File: src/pkg/rpd_pkg.sv
// Package with opcodes, field positions, status codes and states of the command decoder.
package rpd_pkg;
    // Operation codes.
    localparam logic [7:0] OP_PREFETCH10 = 8'h34;
    localparam logic [7:0] OP_PREFETCH16 = 8'h90;
    localparam logic [7:0] OP_READ6      = 8'h08;
    localparam logic [7:0] OP_READ10     = 8'h28;
    // Byte one field positions.
    localparam int PRD_MSB      = 7;
    localparam int PRD_LSB      = 5;
    localparam int LOWRET_BIT   = 4;
    localparam int FORCE_BIT    = 3;
    localparam int NVFORCE_BIT  = 1;
    localparam int IMMED_BIT    = 1;
    // Protection read modes.
    localparam logic [2:0] PRD_NONE     = 3'h0;
    localparam logic [2:0] PRD_ALL      = 3'h1;
    localparam logic [2:0] PRD_NOGUARD  = 3'h2;
    localparam logic [2:0] PRD_NOCHECK  = 3'h3;
    localparam logic [2:0] PRD_GUARD    = 3'h4;
    // Six-byte read block count when the count byte is zero.
    localparam logic [31:0] READ6_ZERO_COUNT = 32'h0000_0100;
    // Status bytes, sense keys and additional sense codes.
    localparam logic [7:0] ST_GOOD       = 8'h00;
    localparam logic [7:0] ST_CHECK      = 8'h02;
    localparam logic [3:0] SK_NONE       = 4'h0;
    localparam logic [3:0] SK_ILLEGAL    = 4'h5;
    localparam logic [3:0] SK_ABORTED    = 4'hB;
    localparam logic [15:0] ASC_NONE     = 16'h0000;
    localparam logic [15:0] ASC_BAD_CDB  = 16'h2400;
    localparam logic [15:0] ASC_BAD_OP   = 16'h2000;
    localparam logic [15:0] ASC_GUARD    = 16'h1001;
    localparam logic [15:0] ASC_APPTAG   = 16'h1002;
    localparam logic [15:0] ASC_REFTAG   = 16'h1003;
    // Decoder states.
    typedef enum logic [1:0] {
        RPD_IDLE = 2'b00,
        RPD_CHECK = 2'b01,
        RPD_BUSY = 2'b10,
        RPD_DONE = 2'b11
    } rpd_state_e;
endpackage

File: src/hw/rpd_top.sv
// Read and pre-fetch command block decoder with completion selection.
module rpd_top
    import rpd_pkg::*;
(
    input  wire logic         clk,          // 100 MHz clock.
    input  wire logic         rst,          // Asynchronous reset, active high.
    input  wire logic         cmd_valid,    // Command block offered.
    output logic              cmd_ready,    // Decoder idle and accepting.
    input  wire logic [127:0] cmd_cdb,      // Command bytes, byte 0 on top.
    input  wire logic         pi_formatted, // Medium carries protection info.
    input  wire logic [1:0]   cfg_retention,// Configured retention priority.
    input  wire logic         cfg_readahead,// Read-ahead enabled.
    output logic              media_req,    // One-cycle media operation start.
    output logic      [63:0]  media_lba,    // Operation start address.
    output logic      [31:0]  media_count,  // Blocks; zero means fill segment.
    output logic              media_to_host,// Data goes to initiator.
    output logic              media_force,  // Read medium, not cache.
    output logic              media_pi_send,// Protection info sent with data.
    output logic      [1:0]   media_retention, // Cache retention priority.
    output logic              media_seek_only, // Seek with no transfer.
    output logic              media_readahead, // Start read-ahead after seek.
    input  wire logic         media_done,   // Media operation finished pulse.
    input  wire logic         guard_bad,    // Guard check mismatch.
    input  wire logic         ref_bad,      // Reference tag mismatch.
    output logic              sts_valid,    // Completion pulse.
    output logic      [7:0]   sts_status,   // Status byte.
    output logic      [3:0]   sts_key,      // Sense key.
    output logic      [15:0]  sts_asc       // Additional sense code and qualifier.
);
    rpd_state_e state;
    logic [127:0] cdb;
    logic [63:0]  f_lba;
    logic [31:0]  f_count;
    logic [7:0]   f_flags;
    logic [7:0]   op;
    logic [2:0]   prd;
    logic         is_pf;
    logic         is_rd;
    logic         pi_send;
    logic         pi_fail;
    logic [15:0]  pi_asc;
    logic         bad_op;
    logic         bad_field;
    logic         zero_len;
    logic         pi_seen;

    rpd_field u_field (
        .cdb   (cdb),
        .lba   (f_lba),
        .count (f_count),
        .flags (f_flags)
    );

    rpd_pi_check u_pi (
        .mode      (prd),
        .guard_bad (guard_bad),
        .ref_bad   (ref_bad),
        .send_pi   (pi_send),
        .fail      (pi_fail),
        .fail_asc  (pi_asc)
    );

    // Command decode on the latched block.
    always_comb begin
        op = cdb[127:120];
        is_pf = (op == OP_PREFETCH10) || (op == OP_PREFETCH16);
        is_rd = (op == OP_READ6) || (op == OP_READ10);
        prd = (op == OP_READ10) ? f_flags[PRD_MSB:PRD_LSB] : PRD_NONE;
        bad_op = !(is_pf || is_rd);
        // The non-volatile force bit is never examined.
        bad_field = (is_pf && f_flags[IMMED_BIT])
                 || (!pi_formatted && prd != PRD_NONE)
                 || (prd > PRD_GUARD);
        zero_len = (op == OP_READ10) && (f_count == 32'h0);
    end

    assign cmd_ready = (state == RPD_IDLE);

    // Sequencing: accept, validate, run the media operation, complete.
    always_ff @(posedge clk or posedge rst) begin
        if (rst) begin
            state <= RPD_IDLE;
        end else begin
            case (state)
                RPD_IDLE: begin
                    if (cmd_valid) begin
                        state <= RPD_CHECK;
                    end
                end
                RPD_CHECK: begin
                    if (bad_op || bad_field || zero_len) begin
                        state <= RPD_DONE;
                    end else begin
                        state <= RPD_BUSY;
                    end
                end
                RPD_BUSY: begin
                    if (media_done) begin
                        state <= RPD_DONE;
                    end
                end
                default: begin
                    state <= RPD_IDLE;
                end
            endcase
        end
    end

    // Command block capture.
    always_ff @(posedge clk or posedge rst) begin
        if (rst) begin
            cdb <= 128'h0;
        end else if (state == RPD_IDLE && cmd_valid) begin
            cdb <= cmd_cdb;
        end
    end

    // Media request; a zero-length read still seeks, so it gets a request too.
    always_ff @(posedge clk or posedge rst) begin
        if (rst) begin
            media_req <= 1'b0;
            media_lba <= 64'h0;
            media_count <= 32'h0;
            media_to_host <= 1'b0;
            media_force <= 1'b0;
            media_pi_send <= 1'b0;
            media_retention <= 2'b00;
            media_seek_only <= 1'b0;
            media_readahead <= 1'b0;
        end else begin
            media_req <= (state == RPD_CHECK) && !bad_op && !bad_field;
            if (state == RPD_CHECK) begin
                media_lba <= f_lba;
                media_count <= f_count;
                media_to_host <= is_rd && !zero_len;
                media_force <= (op == OP_READ10) && f_flags[FORCE_BIT];
                media_pi_send <= pi_send;
                media_retention <= ((op == OP_READ10) && f_flags[LOWRET_BIT])
                                   ? 2'b00 : cfg_retention;
                media_seek_only <= zero_len;
                media_readahead <= zero_len && cfg_readahead;
            end
        end
    end

    // Protection failures are collected while the transfer runs.
    always_ff @(posedge clk or posedge rst) begin
        if (rst) begin
            pi_seen <= 1'b0;
            sts_asc <= ASC_NONE;
        end else if (state == RPD_CHECK) begin
            pi_seen <= 1'b0;
            sts_asc <= bad_op ? ASC_BAD_OP : (bad_field ? ASC_BAD_CDB : ASC_NONE);
        end else if (state == RPD_BUSY && pi_fail && !pi_seen) begin
            pi_seen <= 1'b1;
            sts_asc <= pi_asc;
        end
    end

    // Completion is one pulse in the cycle after DONE is entered.
    always_ff @(posedge clk or posedge rst) begin
        if (rst) begin
            sts_valid <= 1'b0;
            sts_status <= ST_GOOD;
            sts_key <= SK_NONE;
        end else begin
            sts_valid <= (state == RPD_DONE);
            if (state == RPD_DONE) begin
                if (bad_op || bad_field) begin
                    sts_status <= ST_CHECK;
                    sts_key <= SK_ILLEGAL;
                end else if (pi_seen) begin
                    sts_status <= ST_CHECK;
                    sts_key <= SK_ABORTED;
                end else begin
                    sts_status <= ST_GOOD;
                    sts_key <= SK_NONE;
                end
            end
        end
    end

    // Assertions.
    a_early_status: assert property (@(posedge clk) disable iff (rst)
        (state == RPD_CHECK && is_pf && f_flags[IMMED_BIT]) |-> ##2
        (sts_valid && sts_key == SK_ILLEGAL && sts_asc == ASC_BAD_CDB))
        else $error("Early status pre-fetch not rejected.");
    a_pf_no_data: assert property (@(posedge clk) disable iff (rst)
        (media_req && !$past(is_rd)) |-> !media_to_host)
        else $error("Pre-fetch sent data.");
    a_hold_status: assert property (@(posedge clk) disable iff (rst)
        (state == RPD_BUSY && !media_done) |=> !sts_valid)
        else $error("Status before fill finished.");
    a_zero_good: assert property (@(posedge clk) disable iff (rst)
        (state == RPD_CHECK && zero_len && !bad_field) |-> ##2
        (sts_valid && sts_status == ST_GOOD))
        else $error("Zero-length read not completed at once.");
    a_reserved_mode: assert property (@(posedge clk) disable iff (rst)
        (state == RPD_CHECK && prd > PRD_GUARD) |=> !media_req ##1 sts_status == ST_CHECK)
        else $error("Reserved protection mode accepted.");
    a_unformatted: assert property (@(posedge clk) disable iff (rst)
        (state == RPD_CHECK && !pi_formatted && prd != PRD_NONE) |=> !media_req)
        else $error("Protection mode on unformatted medium accepted.");
    a_read6_count: assert property (@(posedge clk) disable iff (rst)
        (state == RPD_CHECK && op == OP_READ6 && cdb[95:88] == 8'h00)
        |=> media_count == READ6_ZERO_COUNT)
        else $error("Six-byte zero count not 256.");
    // Mismatch flags may drop with the done pulse, so a failure latched earlier counts too.
    a_pi_abort: assert property (@(posedge clk) disable iff (rst)
        (state == RPD_BUSY && media_done && (pi_seen || pi_fail)) |-> ##2
        (sts_valid && sts_status == ST_CHECK && sts_key == SK_ABORTED))
        else $error("Protection failure not aborted.");
    a_low_retain: assert property (@(posedge clk) disable iff (rst)
        (state == RPD_CHECK && op == OP_READ10 && f_flags[LOWRET_BIT])
        |=> media_retention == 2'b00)
        else $error("Low retention not applied.");
    // Command-specific media set-up, checked one cycle after validation.
    a_pf_start: assert property (@(posedge clk) disable iff (rst)
        (state == RPD_CHECK && is_pf && !bad_field) |=> (media_req && !media_to_host))
        else $error("Pre-fetch not started as cache fill.");
    a_pf_zero: assert property (@(posedge clk) disable iff (rst)
        (state == RPD_CHECK && is_pf && f_count == 32'h0) |=> media_count == 32'h0)
        else $error("Zero pre-fetch count altered.");
    a_read6_lba: assert property (@(posedge clk) disable iff (rst)
        (state == RPD_CHECK && op == OP_READ6) |=> media_lba[63:21] == 43'h0)
        else $error("Six-byte read address too wide.");
    a_read6_no_pi: assert property (@(posedge clk) disable iff (rst)
        (state == RPD_CHECK && op == OP_READ6) |=> !media_pi_send)
        else $error("Six-byte read sends protection.");
    a_read10_send: assert property (@(posedge clk) disable iff (rst)
        (state == RPD_CHECK && op == OP_READ10 && !bad_field && f_count != 32'h0)
        |=> (media_req && media_to_host))
        else $error("Ten-byte read not sent to initiator.");
    a_seek_only: assert property (@(posedge clk) disable iff (rst)
        (state == RPD_CHECK && zero_len && !bad_field)
        |=> (media_req && media_seek_only && media_readahead == $past(cfg_readahead)))
        else $error("Zero-length read did not seek.");
    a_force_media: assert property (@(posedge clk) disable iff (rst)
        (state == RPD_CHECK && op == OP_READ10 && f_flags[FORCE_BIT]) |=> media_force)
        else $error("Force bit not applied.");
    a_no_pi_mode: assert property (@(posedge clk) disable iff (rst)
        (state == RPD_CHECK && prd == PRD_NONE) |=> !media_pi_send)
        else $error("Protection sent in mode zero.");
    a_pi_send: assert property (@(posedge clk) disable iff (rst)
        (state == RPD_CHECK && prd != PRD_NONE && prd <= PRD_GUARD) |=> media_pi_send)
        else $error("Protection not sent with data.");
    c_read10: cover property (@(posedge clk) media_req && media_to_host && media_count > 32'h0);
    c_prefetch: cover property (@(posedge clk) media_req && !media_to_host && !media_seek_only);
    c_abort: cover property (@(posedge clk) sts_valid && sts_key == SK_ABORTED);
    c_illegal: cover property (@(posedge clk) sts_valid && sts_key == SK_ILLEGAL);
    c_seek: cover property (@(posedge clk) media_req && media_seek_only && media_readahead);
endmodule

File: src/hw/rpd_field.sv
// Field extraction of one command block, most significant byte first.
module rpd_field
    import rpd_pkg::*;
(
    input  wire logic [127:0] cdb,          // Command bytes, byte 0 in bits 127:120.
    output logic      [63:0]  lba,          // Logical block address.
    output logic      [31:0]  count,        // Block count after zero handling.
    output logic      [7:0]   flags         // Byte one of the block.
);
    // Byte select with byte zero at the top.
    function automatic logic [7:0] byte_at(input logic [127:0] c, input int i);
        byte_at = c[127 - 8*i -: 8];
    endfunction

    // Fields assembled from ascending byte order.
    always_comb begin
        flags = byte_at(cdb, 1);
        lba = 64'h0;
        count = 32'h0;
        case (byte_at(cdb, 0))
            OP_READ6: begin
                lba = {43'h0, cdb[116:112], byte_at(cdb, 2), byte_at(cdb, 3)};
                count = (byte_at(cdb, 4) == 8'h00) ? READ6_ZERO_COUNT
                                                   : {24'h0, byte_at(cdb, 4)};
            end
            OP_READ10, OP_PREFETCH10: begin
                lba = {32'h0, cdb[111:80]};
                count = {16'h0, cdb[71:56]};
            end
            OP_PREFETCH16: begin
                lba = cdb[111:48];
                count = cdb[47:16];
            end
            default: begin
                lba = 64'h0;
            end
        endcase
    end
endmodule

File: src/hw/rpd_pi_check.sv
// Protection information check enables and failure sense code.
module rpd_pi_check
    import rpd_pkg::*;
(
    input  wire logic [2:0]  mode,          // Protection read mode.
    input  wire logic        guard_bad,     // Guard mismatch seen.
    input  wire logic        ref_bad,       // Reference tag mismatch seen.
    output logic             send_pi,       // Protection info goes to initiator.
    output logic             fail,          // An enabled check failed.
    output logic      [15:0] fail_asc       // Sense code naming the failed field.
);
    logic chk_guard;
    logic chk_ref;

    // Application tag is only checked by the 32-byte read, so never here.
    always_comb begin
        send_pi = (mode != PRD_NONE);
        chk_guard = (mode == PRD_ALL) || (mode == PRD_GUARD);
        chk_ref = (mode == PRD_ALL) || (mode == PRD_NOGUARD);
        fail = (chk_guard && guard_bad) || (chk_ref && ref_bad);
        fail_asc = (chk_guard && guard_bad) ? ASC_GUARD : ASC_REFTAG;
    end
endmodule

File: config.mk
export PLATFORM = sky130hd
export DESIGN_NAME = rpd_top
export DESIGN_NICKNAME = d
export VERILOG_FILES = /design/src/pkg/rpd_pkg.sv /design/src/hw/rpd_top.sv /design/src/hw/rpd_field.sv /design/src/hw/rpd_pi_check.sv
export SDC_FILE = /design/constraint.sdc
export NUM_CORES = 1
export LEC_CHECK = 0
export ABC_AREA = 1
export BUFFER_PORTS_ARGS = -buffer_cell sky130_fd_sc_hd__buf_2
export CORE_ASPECT_RATIO = 2
export CORE_MARGIN = 10
export CORE_UTILIZATION = 50
export DETAILED_ROUTE_END_ITERATION = 16
export PLACE_DENSITY = 0.77
export SYNTH_ARGS = -nofsm -noshare
export SYNTH_HDL_FRONTEND = slang
export SYNTH_SLANG_ARGS = --single-unit
File: constraint.sdc
create_clock -name clk -period 9 [get_ports clk]
set_input_delay 0 -clock clk [delete_from_list [all_inputs] [get_ports clk]]
set_output_delay 0 -clock clk [all_outputs]
set_load 0.005 [all_outputs]
==> impl_metrics.csv, run 1 <==
group,metric,value,unit
power,vdd_ir_drop_max,263.1,uV
synthesis,synth_top_area_cell,"dfrtp_1",
die,row_count,72,
min_path,holdCritPathClass,"in2reg",
die,num_io_pins,272,
die,die_area,25720,um2
cts,ctsResizeCount,0,
place,gp_congestion,0.8495,
global_routing,antenna_found_initial,4,
cts,ctsLongestPathBuffers,3,
cts,clkSlewWorstSetupHoldPaths,0.07,ns
synthesis,ys_ff_latch,226,
synthesis,ys_warn_count,0,
worst_setup_path,critical_path_class,"reg2reg",
drt,routed_wl,32740,um
cts,cts_made_buffers,21,
synthesis,synth_area_leaders,"dfrtp_1 (58%), nand2_1 (9.1%), mux2_2 (8.6%), o21ai_0 (3.4%), nor2_1 (3.2%)",
die,fp.dieH,217.0,um
place,dp_hpwl,21580,um
worst_setup_path,worstPathArrival,3.79,ns
timing,min_period,3.417,ns
place,port_buffers,237,
worst_setup_path,path_max_fanout,48,
global_routing,grt-ovfl-total,0,
synthesis,syn_inst,992,
timing,hold_viol,0,
timing,worst_hold_slack,0.09250,ns
drt,drtPass1Iterations,5,
layout,syn_to_final_growth,32.51,%
cts,clock_sinks,226,
global_routing,grt_pass1_vias,9122,
synthesis,synth_most_common_cell,"nand2_1",
die,core,19190,um2
cts,clk_latency,0.50,ns
die,start_util,0.5057,
worst_setup_path,cpMostUsedCell,"nand2_1",
run_status,status,"completed",
global_routing,grt_max_degree,100,
cts,root_buffer,"clkbuf_16",
worst_setup_path,crit_chain,"inv_1 > nand2_2 > nor2_1 > nand2_2 > nand2_2 > nand2_1 > nand2_1 > nor2_1 > nand2_1 > nor2_1 > nand4_1 > nand2_1 > nand2_1 > nand2_1 > dlygate4sd3_1",
timing,fin_tns_setup,0,ns
synthesis,post_synth_instance_area,9703,um2
timing,setup_viol_count_final,0,
worst_setup_path,required,9.37,ns
drt,via_count,8506,
run,drv_cap,0,
synthesis,avgSynthCellArea,9.781,um2
timing,worst_pin_slew,1.043,ns
timing,rsz0062_at_grt,"no",
timing,fmax,0.2927,GHz
worst_setup_path,max_stage_delay,0.78,ns
cts,h-tree-depth,1,
timing,period_share,0.3797,
worst_setup_path,critPathBufInv,2,
layout,nets,1463,
drt,ant_nets,0,
synthesis,ys.flop_type,"dfrtp_1",
drt,route.detailed.drc,0,
synthesis,synth_edf_count,0,
global_routing,grt_pass1_wl,50650,um
drt,routedWlPerCell,20.48,um
synthesis,synth_top_area_share,0.5828,
synthesis,yosys-top-cells-count,"nand2_1 (235), dfrtp_1 (226), nor2_1 (84)",
cts,cts_tree,"yes",
global_routing,global_route.usage.total,0.2480,
power,p_leak,6.584,nW
worst_setup_path,critPathCaptureType,"register",
synthesis,seq_area_frac_synth,0.5828,
die,die_w,118.5,um
drt,vias_per_cell,5.323,
worst_setup_path,cp_slowest_cell,"nand2_2",
synthesis,async_reset_ff_frac,1.000,
layout,layout-drive-gt1-share,0.2757,
worst_setup_path,startpoint_type,"register",
timing,slew_headroom,0.3025,
synthesis,synth_cell_types,32,
worst_setup_path,crit_family,"simple AND/OR/NAND/NOR gates",
timing,clock_skew,0.01280,ns
power,p_per_area,251.6,nW/um2
timing,slew_violations,0,
drt,drt_iter0_drc,529,
cell type report:
| type | count | area, um2 |
|---|---|---|
| Antenna cell | 4 | 10.01 |
| Clock buffer | 27 | 568.0 |
| Clock inverter | 10 | 116.4 |
| Fill cell | 1450 | 6331 |
| Inverter | 60 | 235.2 |
| Multi-Input combinational cell | 648 | 3506 |
| Sequential cell | 226 | 5655 |
| Tap cell | 259 | 324.1 |
| Timing Repair Buffer | 364 | 2442 |
flip-flops by register name, summed over array words and instances, names as in the netlist, 2 cells and up:
name and cells:
media_retention 2, media_count 32, media_lba 64, cdb 112
state 2, sts_key 3, sts_asc 4
per-layer routing:
| layer | GRT usage | share of wire |
|---|---|---|
| met1 | 0.2545 | 0.34 |
| met2 | 0.4451 | 0.53 |
| met3 | 0.04874 | 0.063 |
| met4 | 0.1682 | 0.072 |
| met5 | 0 | 0 |
layout by cell type, fill, tap and decap left out, types with 2 or more instances in the layout:
cell type,count
buf_2,237
clkbuf_8,2
dlygate4sd3_1,121
nor2_1,83
diode_2,4
nand2_1,234
inv_2,5
mux2_2,74
o21ai_1,5
a221oi_1,11
clkbuf_16,21
nand3_1,39
bufinv_16,2
nor2_4,3
nand2_4,2
o31ai_1,13
conb_1,18
o22ai_1,5
nor2_2,2
buf_4,6
dfrtp_1,226
clkinvlp_4,2
inv_1,53
o211ai_1,9
ha_1,3
o21ai_0,65
a22oi_1,12
a21oi_1,57
a22o_1,2
clkinv_2,5
a31oi_1,4
clkbuf_1,4
nand2_2,3
worst register-to-register path, delay by kind of cell, from the launching register on:
family,cells,cell delay [ns]
buf+inv,2,0.63
simple gates,13,2.27
flops,1,0.39
cell families (layout without fill, tap and decap cells):
logic type      count (synthesis)  in the layout  synth area share
simple gates                  368            368            0.1519
other cells                     1             22         0.0003865
compound gates                184            184            0.1101
fa+ha+maj                       4              4          0.005158
buf+inv                       135            461           0.06370
flops                         226            226            0.5828
mux                            74             74           0.08588
path summary, 6_finish.rpt:
path                       slack, ns             end  cells past startpoint      startpoint
setup / recovery                5.58        state[0]                     15        cdb[121]
hold / removal                  0.09     sts_asc[12]                      5         ref_bad
setup reg to reg                5.58        state[0]                     15        cdb[121]
hold reg to reg                 0.48  media_count[9]                      2  media_count[9]
max in group asynchronous       6.83         cdb[77]                      5             rst
min in group asynchronous       0.14         cdb[95]                      3             rst
through the flow:
stage / instance area [um2] / total power, mW / setup slack [ns] / std cells / util
2_1_floorplan: 9767 / 2.002 / 2.809 / 1009 / -
3_3_place_gp: 10950 / 2.233 / 5.979 / 1436 / 0.5707
3_5_place_dp: 10950 / 2.273 / 5.919 / 1436 / 0.5707
4_1_cts: 12850 / 3.221 / 5.566 / 1594 / 0.6695
5_1_grt: 12860 / 3.396 / 5.348 / 1598 / 0.6701
6_report: 12860 / 3.235 / 5.583 / 1598 / 0.6701
power by group:
group | switching [mW] | internal [mW]
clock | 0.391 | 0.508
sequential | 0.229 | 1.29
combinational | 0.471 | 0.345
what timing repair did:
| action | 4_1_cts | 5_1_grt |
|---|---|---|
| hold endpoints to repair | 217 | 0 |
| buffers inserted | 0 | 0 |
| hold buffers | 121 | 0 |
Note: power is estimated with default switching activity, not from simulation.
==> run 2, diff against run 1 <==
--- a/config.mk
+++ b/config.mk
@@ -9,9 +9,9 @@
 export BUFFER_PORTS_ARGS = -buffer_cell sky130_fd_sc_hd__buf_2
 export CORE_ASPECT_RATIO = 2
 export CORE_MARGIN = 10
-export CORE_UTILIZATION = 50
+export CORE_UTILIZATION = 47
 export DETAILED_ROUTE_END_ITERATION = 16
-export PLACE_DENSITY = 0.77
+export PLACE_DENSITY = 0.76
 export SYNTH_ARGS = -nofsm -noshare
 export SYNTH_HDL_FRONTEND = slang
 export SYNTH_SLANG_ARGS = --single-unit
==> constraint.sdc (replaced) <==
create_clock -name clk -period 2.9 [get_ports clk]
set_input_delay 0 -clock clk [delete_from_list [all_inputs] [get_ports clk]]
set_output_delay 0 -clock clk [all_outputs]
set_load 0.005 [all_outputs]
==> run 2 against run 1 <==
- final cell count increased by 1.0%
- hold slack got worse by 0.070 ns
- wire length increased by 0.68%
- global-route usage is 0.83 points lower
- count of clock-buffer cells in the layout down 3
- non-clock buffer count up 9
- clock power grew to 3.3 times the previous value
==> impl_metrics.csv, run 2 (synthesized netlist as in run 1, its figures left out) <==
group,metric,value,unit
run_status,status,"completed",
global_routing,grt_max_degree,93,
worst_setup_path,rrSetupSlack,0.35,ns
global_routing,global_route.usage.total,0.2397,
timing,setup_slack,0.3521,ns
timing,setup_viol_count_final,0,
die,die_w,121.6,um
layout,largest_reg_flops,112,
drt,drtPass1Iterations,5,
layout,nets,1471,
layout,final_cell_mix,"buf_2 (237), nand2_1 (234), dfrtp_1 (226), dlygate4sd3_1 (120), nor2_1 (84)",
drt,vias_per_cell,5.359,
power,p_per_area,780.8,nW/um2
run,drv_cap,0,
die,row_count,74,
global_routing,grt_pass1_vias,9193,
timing,worst_pin_slew,0.6422,ns
place,pre_cts_slack,0.4286,ns
layout,layout-drive-gt1-share,0.2815,
cts,root_buffer,"clkbuf_16",
worst_setup_path,reg2reg_to,"state[0]",
worst_setup_path,startpoint,"cdb[120]",
global_routing,grt-ovfl-total,0,
layout,layout_commonest_cell,"buf_2",
cts,ctsLongestPathBuffers,3,
worst_setup_path,critPathCaptureType,"register",
layout,syn_to_final_growth,34.24,%
drt,routed_wl,32960,um
worst_setup_path,path_max_fanout,27,
die,die_area,27140,um2
worst_setup_path,required,3.33,ns
cts,h-tree-depth,1,
die,core,20370,um2
die,fp.dieH,223.2,um
min_path,holdCritPathClass,"in2reg",
place,gp_congestion,0.8616,
timing,clock_skew,0.01039,ns
timing,fmax,0.3925,GHz
drt,via_count,8649,
power,vdd_ir_drop_max,693.4,uV
worst_setup_path,ff2ff_path_depth,13,
timing,slew_headroom,0.5719,
die,num_io_pins,272,
global_routing,grt_pass1_wl,50980,um
worst_setup_path,worstPathArrival,2.98,ns
power,p_leak,6.661,nW
cts,clock_sinks,226,
cts,cts_tree,"yes",
worst_setup_path,reg2reg_from,"cdb[120]",
layout,largestRegisters,"cdb: 112 flops, media_lba: 64 flops, media_count: 32 flops",
place,port_buffers,237,
cts,cts_made_buffers,20,
timing,rsz0062_at_grt,"no",
drt,routedWlPerCell,20.42,um
cts,ctsResizeCount,0,
die,start_util,0.4764,
cts,clkSlewWorstSetupHoldPaths,0.07,ns
worst_setup_path,critical_path_class,"reg2reg",
drt,drt_iter0_drc,678,
layout,stdcell_count,1614,
timing,hold_viol,0,
worst_setup_path,startpoint_type,"register",
worst_setup_path,crit_end,"state[0]",
timing,min_period,2.548,ns
global_routing,antenna_found_initial,5,
drt,route.detailed.drc,0,
layout,regMostFlops,"cdb",
timing,period_share,0.8786,
timing,slew_violations,0,
place,dp_hpwl,22390,um
layout,fin_util,0.6394,
cts,post_cts_buffers,0,
drt,ant_nets,0,
cts,clk_latency,0.50,ns
place,dpl.cell_count,1453,
==> run 2: area by class of cell <==
class	instances	area, um2
Sequential cell	226	5655
Tap cell	266	332.8
Antenna cell	5	12.51
Inverter	60	231.5
Fill cell	1603	7345
Clock buffer	24	546.8
Clock inverter	12	172.7
Multi-Input combinational cell	648	3503
Timing Repair Buffer	373	2570
==> run 2: where the power goes <==
group | total (mW) | switching, mW | internal (mW)
Clock | 2.92 | 1.20 | 1.72
Sequential | 4.72 | 0.715 | 4.01
Combinational | 2.53 | 1.44 | 1.09
==> run 2: per-layer routing <==
metal | up-vias | part of all wire | GRT usage
met5 | - | 0 | 0
met4 | 0 | 0.062 | 0.1477
met3 | 105 | 0.077 | 0.05540
met2 | 414 | 0.53 | 0.4257
met1 | 4212 | 0.33 | 0.2443
li1 | 3918 | - | -
==> run 2: worst max-delay path, stage by stage, from the launching register on <==
cell and delay [ns]:
dfrtp_1 0.37, inv_1 0.08, nand2_2 0.10, nor2_1 0.08, nand2_2 0.12, nand2_2 0.39
buf_4 0.36, a21oi_1 0.26, nand2_1 0.09, nor2_1 0.15, nand4_1 0.23, nand2_1 0.14
nand2_1 0.06, nand2_1 0.05
==> run 2: stage by stage <==
stage          setup TNS, ns  area (um2)  hold WS [ns]  total power [mW]
2_1_floorplan         -11.75        9771        0.1313             6.214
3_3_place_gp               0       11090       0.08129             7.007
3_5_place_dp               0       11090       0.08712             7.125
4_1_cts                    0       13010       0.01288             10.17
5_1_grt                    0       13030       0.06931             10.72
6_report                   0       13030       0.02219             10.17
==> run 2: worst min path at each step <==
stage / start / endpoint / depth (start not counted)
4_1_cts: ref_bad / sts_asc[12] / 5
2_1_floorplan: cfg_readahead / media_readahead / 2
3_5_place_dp: rst / media_lba[27] / 2
5_1_grt: ref_bad / sts_asc[12] / 5
6_report: ref_bad / sts_asc[12] / 5
3_3_place_gp: rst / media_lba[27] / 2
==> run 2: timing repair <==
action,in CTS,in global routing
hold buffers,120,0
endpoints found under the setup margin,0,0
endpoints found under the hold margin,152,0
